[config.mk]
export PLATFORM = sky130hd
export DESIGN_NAME = lpb_timer
export DESIGN_NICKNAME = d
export VERILOG_FILES = /design/src/design/lpb_tick.v /design/src/design/lpb_timer.v
export VERILOG_INCLUDE_DIRS = /design/src /design/src/inc
export SDC_FILE = /design/constraint.sdc
export NUM_CORES = 1
export LEC_CHECK = 0
export ABC_AREA = 1
export BUFFER_PORTS_ARGS = -buffer_cell sky130_fd_sc_hd__buf_2
export CAP_MARGIN = 20
export CELL_PAD_IN_SITES_DETAIL_PLACEMENT = 1
export CELL_PAD_IN_SITES_GLOBAL_PLACEMENT = 2
export CORE_ASPECT_RATIO = 0.6
export CORE_MARGIN = 4
export CORE_UTILIZATION = 37
export DETAILED_ROUTE_END_ITERATION = 10
export PLACE_DENSITY_LB_ADDON = 0.05
export SYNTH_ARGS = -nofsm -noshare
export SYNTH_HDL_FRONTEND = slang
export SYNTH_SLANG_ARGS = --single-unit
[constraint.sdc]
create_clock -name i_mclk -period 6.5 [get_ports i_mclk]
set_clock_uncertainty 0.2 [all_clocks]
set_input_delay 0 -clock i_mclk [delete_from_list [all_inputs] [get_ports i_mclk]]
set_output_delay 0 -clock i_mclk [all_outputs]
set_load 0.01 [all_outputs]
[src/inc/lpb_map.vh]
// Register offsets, field positions, reset values and timing counts for the LED pulse/breathe timer
`ifndef LPB_MAP_VH
`define LPB_MAP_VH
`define LPB_ADDR_P1_PERIOD 8'h84
`define LPB_ADDR_P2_PERIOD 8'h85
`define LPB_ADDR_BR_PERIOD 8'h86
`define LPB_ADDR_PULSE_CFG 8'h88
`define LPB_RST_P1_PERIOD 8'h20
`define LPB_RST_P2_PERIOD 8'h14
`define LPB_RST_BR_PERIOD 8'h5d
`define LPB_RST_PULSE_CFG 8'h24
`define LPB_BIT_START_ON_RELEASE 7
`define LPB_BIT_FINISH_NOTIFY 6
`define LPB_P2_CNT_HI 5
`define LPB_P2_CNT_LO 3
`define LPB_P1_CNT_HI 2
`define LPB_P1_CNT_LO 0
`define LPB_BEH_DIRECT 2'b00
`define LPB_BEH_PULSE1 2'b01
`define LPB_BEH_PULSE2 2'b10
`define LPB_BEH_BREATHE 2'b11
`define LPB_STEP_MS 32
`define LPB_CLK_MHZ 250
`define LPB_STEP_CYCLES (`LPB_STEP_MS * 1000 * `LPB_CLK_MHZ)
`define LPB_RAMP_STEPS 256
`endif

[src/design/lpb_tick.v]
// Free-running divider that yields one-cycle enable pulses
`timescale 1ns/100ps
`default_nettype none
module lpb_tick #(
	parameter integer DIV = 1000
) (
	input wire i_mclk,
	input wire i_rst_n,
	output reg o_tick
);
	reg [31:0] cnt;

	// Count up and pulse once per DIV cycles
	always @(posedge i_mclk) begin
		if (!i_rst_n) begin
			cnt <= 32'h0;
			o_tick <= 1'b0;
		end else if (cnt >= DIV - 1) begin
			cnt <= 32'h0;
			o_tick <= 1'b1;
		end else begin
			cnt <= cnt + 32'h1;
			o_tick <= 1'b0;
		end
	end
endmodule // lpb_tick
`default_nettype wire

[src/design/lpb_timer.v]
// LED pulse/breathe timing engine with its period and count registers
`timescale 1ns/100ps
`default_nettype none
`include "lpb_map.vh"
// Operation
// - Pulse-one period: seven bits, 32 ms each
// - Period zero acts as one, 32 ms
// - Trigger bit picks press or release start of pulse-one
// - Pulse-two has own 32 ms period
// - Breathe has own 32 ms period
// - Pulse-one emits count field plus one
// - Pulse-two count plus one, five default
// - Notify bit gates alert on completion
// - Each pulse ramps up then down
// - Pulse-two repeats, finishes count, then minimum
// - Breathe ramps each half period
module lpb_timer #(
	parameter integer STEP_CYCLES = `LPB_STEP_CYCLES,
	parameter integer RAMP_STEPS = `LPB_RAMP_STEPS
) (
	// Clock and reset
	input wire i_mclk,
	input wire i_rst_n,
	// Register port
	input wire [7:0] i_reg_addr,
	input wire [7:0] i_reg_wdata,
	input wire i_reg_wr,
	output reg [7:0] o_reg_rdata,
	// Behaviour control
	input wire [1:0] i_led_behaviour_select,
	input wire i_touch,
	input wire i_drive_bit,
	input wire i_actuated_by_register,
	// LED outputs
	output reg [7:0] o_duty,
	output reg o_active,
	output reg o_alert
);
	localparam ST_IDLE = 2'd0;
	localparam ST_RUN = 2'd1;
	localparam ST_FINISH = 2'd2;

	reg [7:0] first_pulse_period_and_trigger;
	reg [7:0] second_pulse_period;
	reg [7:0] breath_period;
	reg [7:0] pulse_count_and_finish_notify;
	reg [1:0] state;
	reg [1:0] beh;
	reg hold;
	reg [2:0] done_cnt;
	reg [31:0] sub_cnt;
	reg [7:0] ramp;
	reg touch_m;
	reg touch_s;
	reg drive_m;
	reg drive_s;
	reg trig_prev;
	wire tick;
	wire start_on_release_select;
	wire finish_notify;
	wire [6:0] first_pulse_period_field;
	wire [6:0] second_pulse_period_field;
	wire [6:0] breath_period_field;
	wire [2:0] first_pattern_repeats;
	wire [2:0] second_pattern_repeats;
	wire on_level;
	wire on_rise;
	wire on_fall;
	wire trig_edge;
	reg [6:0] sel_field;
	reg [6:0] per_len;

	assign start_on_release_select = first_pulse_period_and_trigger[`LPB_BIT_START_ON_RELEASE];
	assign finish_notify = pulse_count_and_finish_notify[`LPB_BIT_FINISH_NOTIFY];
	assign first_pulse_period_field = first_pulse_period_and_trigger[6:0];
	assign second_pulse_period_field = second_pulse_period[6:0];
	assign breath_period_field = breath_period[6:0];
	assign first_pattern_repeats = pulse_count_and_finish_notify[`LPB_P1_CNT_HI:`LPB_P1_CNT_LO];
	assign second_pattern_repeats = pulse_count_and_finish_notify[`LPB_P2_CNT_HI:`LPB_P2_CNT_LO];

	// 32 ms pacing tick divided into ramp sub-steps
	// RAMP_STEPS ticks per period count; one ramp step per per_len ticks
	lpb_tick #(
		.DIV(STEP_CYCLES / RAMP_STEPS)
	) u_tick (
		.i_mclk(i_mclk),
		.i_rst_n(i_rst_n),
		.o_tick(tick)
	);

	// Pin synchronisers
	always @(posedge i_mclk) begin
		if (!i_rst_n) begin
			touch_m <= 1'b0;
			touch_s <= 1'b0;
			drive_m <= 1'b0;
			drive_s <= 1'b0;
		end else begin
			touch_m <= i_touch;
			touch_s <= touch_m;
			drive_m <= i_drive_bit;
			drive_s <= drive_m;
		end
	end

	assign on_level = touch_s | drive_s;
	assign on_rise = on_level & ~trig_prev;
	assign on_fall = ~on_level & trig_prev;
	assign trig_edge = start_on_release_select ? on_fall : on_rise;

	// Period field select; zero treated as one
	always @* begin
		case (beh)
			`LPB_BEH_PULSE1: sel_field = first_pulse_period_field;
			`LPB_BEH_PULSE2: sel_field = second_pulse_period_field;
			default: sel_field = breath_period_field;
		endcase
		per_len = (sel_field == 7'h0) ? 7'h1 : sel_field;
	end

	// Register writes
	always @(posedge i_mclk) begin
		if (!i_rst_n) begin
			first_pulse_period_and_trigger <= `LPB_RST_P1_PERIOD;
			second_pulse_period <= `LPB_RST_P2_PERIOD;
			breath_period <= `LPB_RST_BR_PERIOD;
			pulse_count_and_finish_notify <= `LPB_RST_PULSE_CFG;
		end else if (i_reg_wr) begin
			case (i_reg_addr)
				`LPB_ADDR_P1_PERIOD: first_pulse_period_and_trigger <= i_reg_wdata;
				`LPB_ADDR_P2_PERIOD: second_pulse_period <= {1'b0, i_reg_wdata[6:0]};
				`LPB_ADDR_BR_PERIOD: breath_period <= {1'b0, i_reg_wdata[6:0]};
				`LPB_ADDR_PULSE_CFG: pulse_count_and_finish_notify <= {1'b0, i_reg_wdata[6:0]};
				default: ;
			endcase
		end
	end

	// Register read-back
	always @(posedge i_mclk) begin
		if (!i_rst_n) begin
			o_reg_rdata <= 8'h00;
		end else begin
			case (i_reg_addr)
				`LPB_ADDR_P1_PERIOD: o_reg_rdata <= first_pulse_period_and_trigger;
				`LPB_ADDR_P2_PERIOD: o_reg_rdata <= second_pulse_period;
				`LPB_ADDR_BR_PERIOD: o_reg_rdata <= breath_period;
				`LPB_ADDR_PULSE_CFG: o_reg_rdata <= pulse_count_and_finish_notify;
				default: o_reg_rdata <= 8'h00;
			endcase
		end
	end

	// Behaviour sequencer; ramp up over half a period, down over the other
	always @(posedge i_mclk) begin
		if (!i_rst_n) begin
			state <= ST_IDLE;
			beh <= `LPB_BEH_DIRECT;
			hold <= 1'b0;
			done_cnt <= 3'h0;
			sub_cnt <= 32'h0;
			ramp <= 8'h00;
			trig_prev <= 1'b0;
			o_duty <= 8'h00;
			o_active <= 1'b0;
			o_alert <= 1'b0;
		end else begin
			trig_prev <= on_level;
			o_alert <= 1'b0;
			case (state)
				ST_IDLE: begin
					o_active <= 1'b0;
					o_duty <= 8'h00;
					if (i_led_behaviour_select == `LPB_BEH_DIRECT) begin
						o_duty <= on_level ? 8'hff : 8'h00;
					end else if ((i_led_behaviour_select == `LPB_BEH_PULSE1) ? trig_edge : on_rise) begin
						beh <= i_led_behaviour_select;
						hold <= (i_led_behaviour_select != `LPB_BEH_PULSE1);
						done_cnt <= 3'h0;
						sub_cnt <= 32'h0;
						ramp <= 8'h00;
						state <= ST_RUN;
					end
				end
				ST_RUN: begin
					o_active <= 1'b1;
					if (on_fall) begin
						hold <= 1'b0;
					end
					if (beh == `LPB_BEH_BREATHE && !on_level) begin
						state <= ST_FINISH;
					end else if (tick) begin
						// Ramp position scales with the selected period
						if (sub_cnt + 32'h1 >= {25'h0, per_len}) begin
							sub_cnt <= 32'h0;
							ramp <= ramp + 8'h1;
							if (ramp == 8'hff) begin
								// One full up/down pulse spans the period
								if (beh == `LPB_BEH_BREATHE || (beh == `LPB_BEH_PULSE2 && hold)) begin
									done_cnt <= 3'h0;
								end else if ((beh == `LPB_BEH_PULSE1 && done_cnt == first_pattern_repeats) ||
									(beh == `LPB_BEH_PULSE2 && done_cnt == second_pattern_repeats)) begin
									state <= ST_FINISH;
								end else begin
									done_cnt <= done_cnt + 3'h1;
								end
							end
						end else begin
							sub_cnt <= sub_cnt + 32'h1;
						end
					end
					o_duty <= ramp[7] ? {~ramp[6:0], 1'b1} : {ramp[6:0], 1'b0};
				end
				ST_FINISH: begin
					o_duty <= 8'h00;
					o_active <= 1'b0;
					o_alert <= finish_notify & i_actuated_by_register;
					state <= ST_IDLE;
				end
				default: state <= ST_IDLE;
			endcase
		end
	end
endmodule // lpb_timer
`default_nettype wire

After elaboration in Yosys (flattened, before gate mapping):

Index checks and enable logic that the tools add are counted.

* flip-flop bits (word level): 133
* bits of input ports: 24
* output and inout port bits: 18

* reduce and logical (&&, ||, !) cells: 26
* multiplexer cells: 45
* order comparisons: 2
* add/subtract/negate cells: 4
* bitwise operators: 9
* equal/unequal tests: 27

Operator list (count)
* 32-bit 2-to-1 mux: 5
* 32-bit by 1-bit adder with 32-bit output (second input constant): 2
* 8-bit 2-to-1 mux: 8
* 32-bit one-hot mux with 2 select lines: 1
* 8-bit == test (second input constant): 5
* 32-bit by 15-bit >= comparator with 1-bit output (second input constant): 1
* 32-bit by 7-bit >= comparator with 1-bit output: 1
* 8-bit one-hot mux with 4 select lines: 1
* 3-bit 2-to-1 mux: 8
* 8-bit one-hot mux with 3 select lines: 1
* 2-bit 2-to-1 mux: 8
* 8-bit one-hot mux with 2 select lines: 1
* 3-bit != test (second input constant): 5
* 7-bit one-hot mux with 2 select lines: 1
* 2-bit != test (second input constant): 6
* 2-bit AND reduction: 5
* 8-bit by 1-bit adder with 8-bit output (second input constant): 1
* 8-bit AND reduction: 1
* 7-bit logical NOT: 1
* 7-bit 2-to-1 mux: 1
* 7-bit NOT: 1
* 7-bit AND reduction: 1
* 2-bit by 1-bit == test with 1-bit output (second input constant): 3
* 2-bit == test (second input constant): 3
* other kinds (22): 42

Logic depth before layout (Yosys ltp):

* depth in word-level cells: 10
* depth in mapped cells: 25
* depth with buffers taken out: 25

Modules after synthesis:

Synthesis repeated with hierarchy kept, for this count alone.

* cells, all modules: 954
* area, all modules: 6725.2 sq um

Modules (own cells, without submodules)
* lpb_timer: area an instance 5469.0 sq um, times used 1, cells each 801
* lpb_tick: area an instance 1256.2 sq um, times used 1, cells each 153

Worst setup path before layout:

OpenSTA, ideal clock, no wires.

* path type: register -> register
* start: reg beh[0]
* end: reg done_cnt[2]
* data arrival time: 2720 ps
* required time: 6188 ps
* path slack: 3469 ps
* library setup time: 112 ps
* stages on the path, launching flop included: 24
* path through: dfxtp_1 inv_1 ha_1 clkbuf_1 mux2i_1 nand2_1 o21ai_0 ha_1 inv_1 nand2_1 nand2_1 nand2_1 nand2_1 nand2_1 nand2_1 nand2_1 nand2_1 a21oi_1 nor2_4 nand4_4 nand2_1 inv_1 nor2_1 nor2_1

* longest elaborated chain between the ends: 9

RTL lines
* from (decl): line lpb_timer.v:48 `reg [1:0] beh;`
* from (signal assigned): line lpb_timer.v:158 `` beh <= `LPB_BEH_DIRECT; ``
* from (signal assigned): line lpb_timer.v:177 `beh <= i_led_behaviour_select;`
* parallel branches: the longest is 9 deep, another holds 32-bit by 7-bit >= comparator with 1-bit output
* to (signal assigned): line lpb_timer.v:205 `done_cnt <= done_cnt + 3'h1;`
* to (decl): line lpb_timer.v:50 `reg [2:0] done_cnt;`

Several ways; the timed one is not identified. The select of a mux whose other input is x is not followed.
A chain may end at the register's enable or synchronous reset.

Final worst setup path:

* start: in i_reg_addr[5]
* end: reg breath_period[6]

* longest elaborated chain between the ends: 2

RTL lines
* from (decl): line lpb_timer.v:25 `input wire [7:0] i_reg_addr,`
* 8-bit == test: line lpb_timer.v:129 `case (i_reg_addr)`
* 2-bit AND reduction (no source line)
* to (signal assigned): line lpb_timer.v:126 `` breath_period <= `LPB_RST_BR_PERIOD; ``
* to (signal assigned): line lpb_timer.v:132 `` `LPB_ADDR_BR_PERIOD: breath_period <= {1'b0, i_reg_wdata[6:0]}; ``
* to (decl): line lpb_timer.v:45 `reg [7:0] breath_period;`

Every way passes these cells.

==> out/summary.md <==
The run gives 0 as the number of max-slew violations in the final report. The wire length of the first global-routing pass was 34.3 mm. The sequential-to-total area share from yosys stat was 0.408. In the layout the commonest cells are 188 x sky130_fd_sc_hd__nand2_1, 133 x sky130_fd_sc_hd__inv_1, 133 x sky130_fd_sc_hd__dfxtp_1.

The clock reaches the later pin of the worst-skew pair after 0.43 ns. For the via count of the first global-routing pass, the log shows 6,563. For the share of total power in sequential cells, the log shows 0.440. The worst setup path is captured at a flop. The normalized max-slew margin is 0.418. The number of synthesized flops with an enable pin came out at 0.

The die is 179 um wide. The average detailed-routed wire length per instance came out at 16.6 um. Across the run, the number of max-cap violations was 0.

The Yosys step of the flow raised 0 warnings. The fraction of registers with async set or reset after synthesis was 0; the iteration count of the initial detailed-routing pass was 5. Combinational share of power: 0.076. After floorplanning, the core was divided into 37 placement rows.

The leakage power total came out at 3.33 nW. The via count normalized by instance count came out at 5.05. The tools report the part of the total power dissipated in the clock network as 0.484. Yosys mapped the design onto 41 distinct sky130hd cell types. The most numerous cell type found on the critical path is sky130_fd_sc_hd__dlygate4sd3_1.

Most area-hungry cell type in the Yosys netlist: sky130_fd_sc_hd__dfxtp_1. The number of synthesized register bits came out at 133. Walking the worst path, the cells encountered are dlygate4sd3_1 > buf_2 > nor4_1 > dlygate4sd3_1 > inv_1 > nor2_1 > nand3b_1 > nor2_1 > a21oi_1 > o21ai_0 > dlygate4sd3_1. Number of buffers and inverters on the critical path: 5.

The fraction of power spent switching nets works out to 0.241. Critical path data arrival time: 3.68 ns. Summed over all failing endpoints, the final setup total negative slack is 0 ns. Remaining global-route overflow: 0. At the end of routability-driven placement, the weighted congestion stood at 0.897. The classification of the worst-slack hold path was in -> reg.

In this run, CTS created clock tree buffers numbering 17. The tools report the largest net degree at the start of global routing as 69. Nature of the critical path startpoint: an input pin.

The slew at the pin with the worst max-slew slack was 0.873 ns; the clock sink count was 133. For the switching component of the power, the log shows 464 uW. For the worst-case setup margin in the final layout, the log shows 3.00 ns. For the number of instances resized during post-cts repair, the log shows 0. The run gives 3.10 ns as the pre-CTS setup slack.

The cell type of the slowest stage on the worst timing path was sky130_fd_sc_hd__nor2_1. The logs give 17,200 sq um for the floorplan core area and 6.67 ns for the data required time at the worst endpoint. In the synthesized netlist, the number of instances is 918. The type of the worst setup path is in -> reg. During placement, the flow inserted port buffers numbering 41. Highest fanout seen on the critical path: 11.

The area share of the largest cell type after synthesis was 0.408. The die covers 19,900 sq um. Highest clock rate: 285 MHz. The initial cell density of the core is 0.379, and the final critical path time including I/O delays and setup is 3.50 ns.

Ranked by total cell area, the synthesized netlist is headed by sky130_fd_sc_hd__dfxtp_1 41%, sky130_fd_sc_hd__nand2_1 11%, sky130_fd_sc_hd__inv_1 7.6%. The maximum level of the CTS H-tree came out at 4. The detailed router finished its first iteration with 434 violations. Post-CTS timing repair inserted 0 buffers for setup.

The run gives 42 as the count of pins on the block boundary. Among all flip-flop cells after synthesis, the most frequent one is sky130_fd_sc_hd__dfxtp_1. The logs give 0 for the final setup violation count and 0.214 for the total track usage. For this design the ratio of total power to cell area is 244 nW/um^2. Setup repair after global routing left no endpoint under its margin.

The most common cell after layout, fill and taps aside was sky130_fd_sc_hd__nand2_1. From synthesis to final layout, the design area changed by 20.7%. For the final number of hold-violating endpoints, the log shows 0.

TritonCTS built the clock tree. The detailed router placed 6,317 vias in this run. Among cell families on the critical path, the largest total delay comes from buffers and inverters. The run gives 1,051 as the final-stage net count. The die is 111 um tall. A synthesized cell averages 7.11 sq um. The worst ir drop on vdd was 0.178 mV.

On the worst path, the slowest cell contributes a delay of 0.77 ns. The tools report the clock root buffer master as sky130_fd_sc_hd__clkbuf_16. The logs give 0 for the total DRC errors in the routed layout and 0 for the number of antenna repair diodes.

The internal portion of the total power is 1.46 mW. The final wirelength was 20.8 mm; the clock tree buffer depth was 2. The final cycle utilization of the critical path is 0.539, and the clock input transition at the sequential cells of the worst setup and hold paths is 0.06 ns. Fraction of final layout cells sized beyond drive strength 1: 0.0934.

The sum of net half-perimeters after detailed placement came out at 15.3 mm. The flow ran to the end, and the final reports show no timing, DRC or antenna violations. For the netlist area before placement, the log shows 6530 sq um. The number of antenna violations at the first check in global routing is 0, and the remaining antenna violation count after routing is 0.
[metal layers]
metal / track usage / wire length, um / vias to the layer above
met3: 0.0531 / 1180 / 21
met5: 0 / 0 / -
li1: - / - / 3137
met4: 0.0523 / 206 / 0
met1: 0.316 / 11000 / 3030
met2: 0.312 / 8410 / 129
[power by group through the flow]
stage	clock [mW]	sequential (mW)	combinational, mW
after floorplan	0	0.862	0.0889
after global placement	0	0.863	0.127
after detailed placement	0	0.865	0.133
after CTS	0.950	0.847	0.146
after global routing	0.993	0.849	0.166
final	0.933	0.847	0.146
[synth_stat cells, types with 5 or more instances]
library cell and instances:
sky130_fd_sc_hd__nand4_1 20, sky130_fd_sc_hd__a221oi_1 6, sky130_fd_sc_hd__inv_1 133, sky130_fd_sc_hd__nor3_1 34, sky130_fd_sc_hd__o21ai_0 49, sky130_fd_sc_hd__ha_1 21, sky130_fd_sc_hd__a21oi_1 62, sky130_fd_sc_hd__nor2_4 8
sky130_fd_sc_hd__o22ai_1 14, sky130_fd_sc_hd__nor4_1 6, sky130_fd_sc_hd__o221ai_1 6, sky130_fd_sc_hd__nor2_1 104, sky130_fd_sc_hd__dfxtp_1 133, sky130_fd_sc_hd__nand3_1 41, sky130_fd_sc_hd__xor2_1 20, sky130_fd_sc_hd__clkbuf_1 15
sky130_fd_sc_hd__nand2_2 5, sky130_fd_sc_hd__a211oi_1 7, sky130_fd_sc_hd__nand2_1 188, sky130_fd_sc_hd__nor2_2 5
[logic make-up after synthesis]
family          Yosys count  synth area share
flops                   133             0.408
fa+ha+maj                21            0.0402
buf+inv                 162            0.0935
mux                       1           0.00153
simple gates            428             0.296
xor+xnor                 23            0.0309
other cells               1          0.000574
compound gates          149             0.129
[path summary, 6_finish.rpt]
path | endpoint | slack [ns] | cells past startpoint | from
setup / recovery | breath_period[6] | 3.00 | 11 | i_reg_addr[5]
hold reg to reg | touch_s | 0.22 | 2 | touch_m
setup reg to reg | ramp[1] | 3.10 | 24 | beh[0]
hold / removal | o_reg_rdata[1] | 0.09 | 5 | i_reg_addr[3]
[layout make-up]
cell class	count	area [sq um]
inverters	141	529
well taps	234	293
clock inverters	5	75.1
repair buffers	74	531
multi-input cells	639	3320
flip-flops and latches	133	2660
fillers	2208	9340
clock buffers	25	475
[state kept, by name (all words and copies together), names as in the netlist, 3 cells and up]
register / flops
o_duty: 8
sub_cnt: 32
o_reg_rdata: 8
second_pulse_period: 7
done_cnt: 3
u_tick.cnt: 32
breath_period: 7
first_pulse_period_and_trigger: 8
ramp: 8
pulse_count_and_finish_notify: 7
[what timing repair did]
| item | in CTS | in global routing |
|---|---|---|
| hold endpoints to repair | 53 | 0 |
| setup endpoints to repair | 0 | 0 |
| hold buffers | 31 | 0 |
[stage by stage]
stage	cell area, sq um	instances	power (mW)	util	hold WS [ns]
2_1_floorplan	6590	934	0.951	-	-0.102
3_3_place_gp	7010	1189	0.990	0.407	-0.0199
3_5_place_dp	7020	1190	0.998	0.408	-0.00362
4_1_cts	7880	1251	1.94	0.458	0.0697
5_1_grt	7880	1251	2.01	0.458	0.165
6_report	7880	1251	1.93	0.458	0.0880
[worst register-to-register path, stage by stage, from the launching register on]
cell and delay, ns:
sky130_fd_sc_hd__dfxtp_1 0.38, sky130_fd_sc_hd__inv_1 0.06, sky130_fd_sc_hd__ha_1 0.24, sky130_fd_sc_hd__inv_1 0.19, sky130_fd_sc_hd__o22ai_1 0.10, sky130_fd_sc_hd__o21ai_0 0.27
sky130_fd_sc_hd__nand4_1 0.14, sky130_fd_sc_hd__o21ai_0 0.19, sky130_fd_sc_hd__ha_1 0.27, sky130_fd_sc_hd__inv_1 0.05, sky130_fd_sc_hd__nand2_1 0.04, sky130_fd_sc_hd__nand2_1 0.05
sky130_fd_sc_hd__nand2_1 0.04, sky130_fd_sc_hd__nand2_1 0.05, sky130_fd_sc_hd__nand2_1 0.05, sky130_fd_sc_hd__nand2_1 0.05, sky130_fd_sc_hd__nand2_1 0.04, sky130_fd_sc_hd__nand2_1 0.05
sky130_fd_sc_hd__a21oi_1 0.09, sky130_fd_sc_hd__nor2_4 0.15, sky130_fd_sc_hd__nand4_4 0.19, sky130_fd_sc_hd__nand2_4 0.19, sky130_fd_sc_hd__nand2_1 0.07, sky130_fd_sc_hd__nand2_1 0.08
sky130_fd_sc_hd__nor2_2 0.03
No activity file was read; power rests on OpenSTA's default activity.
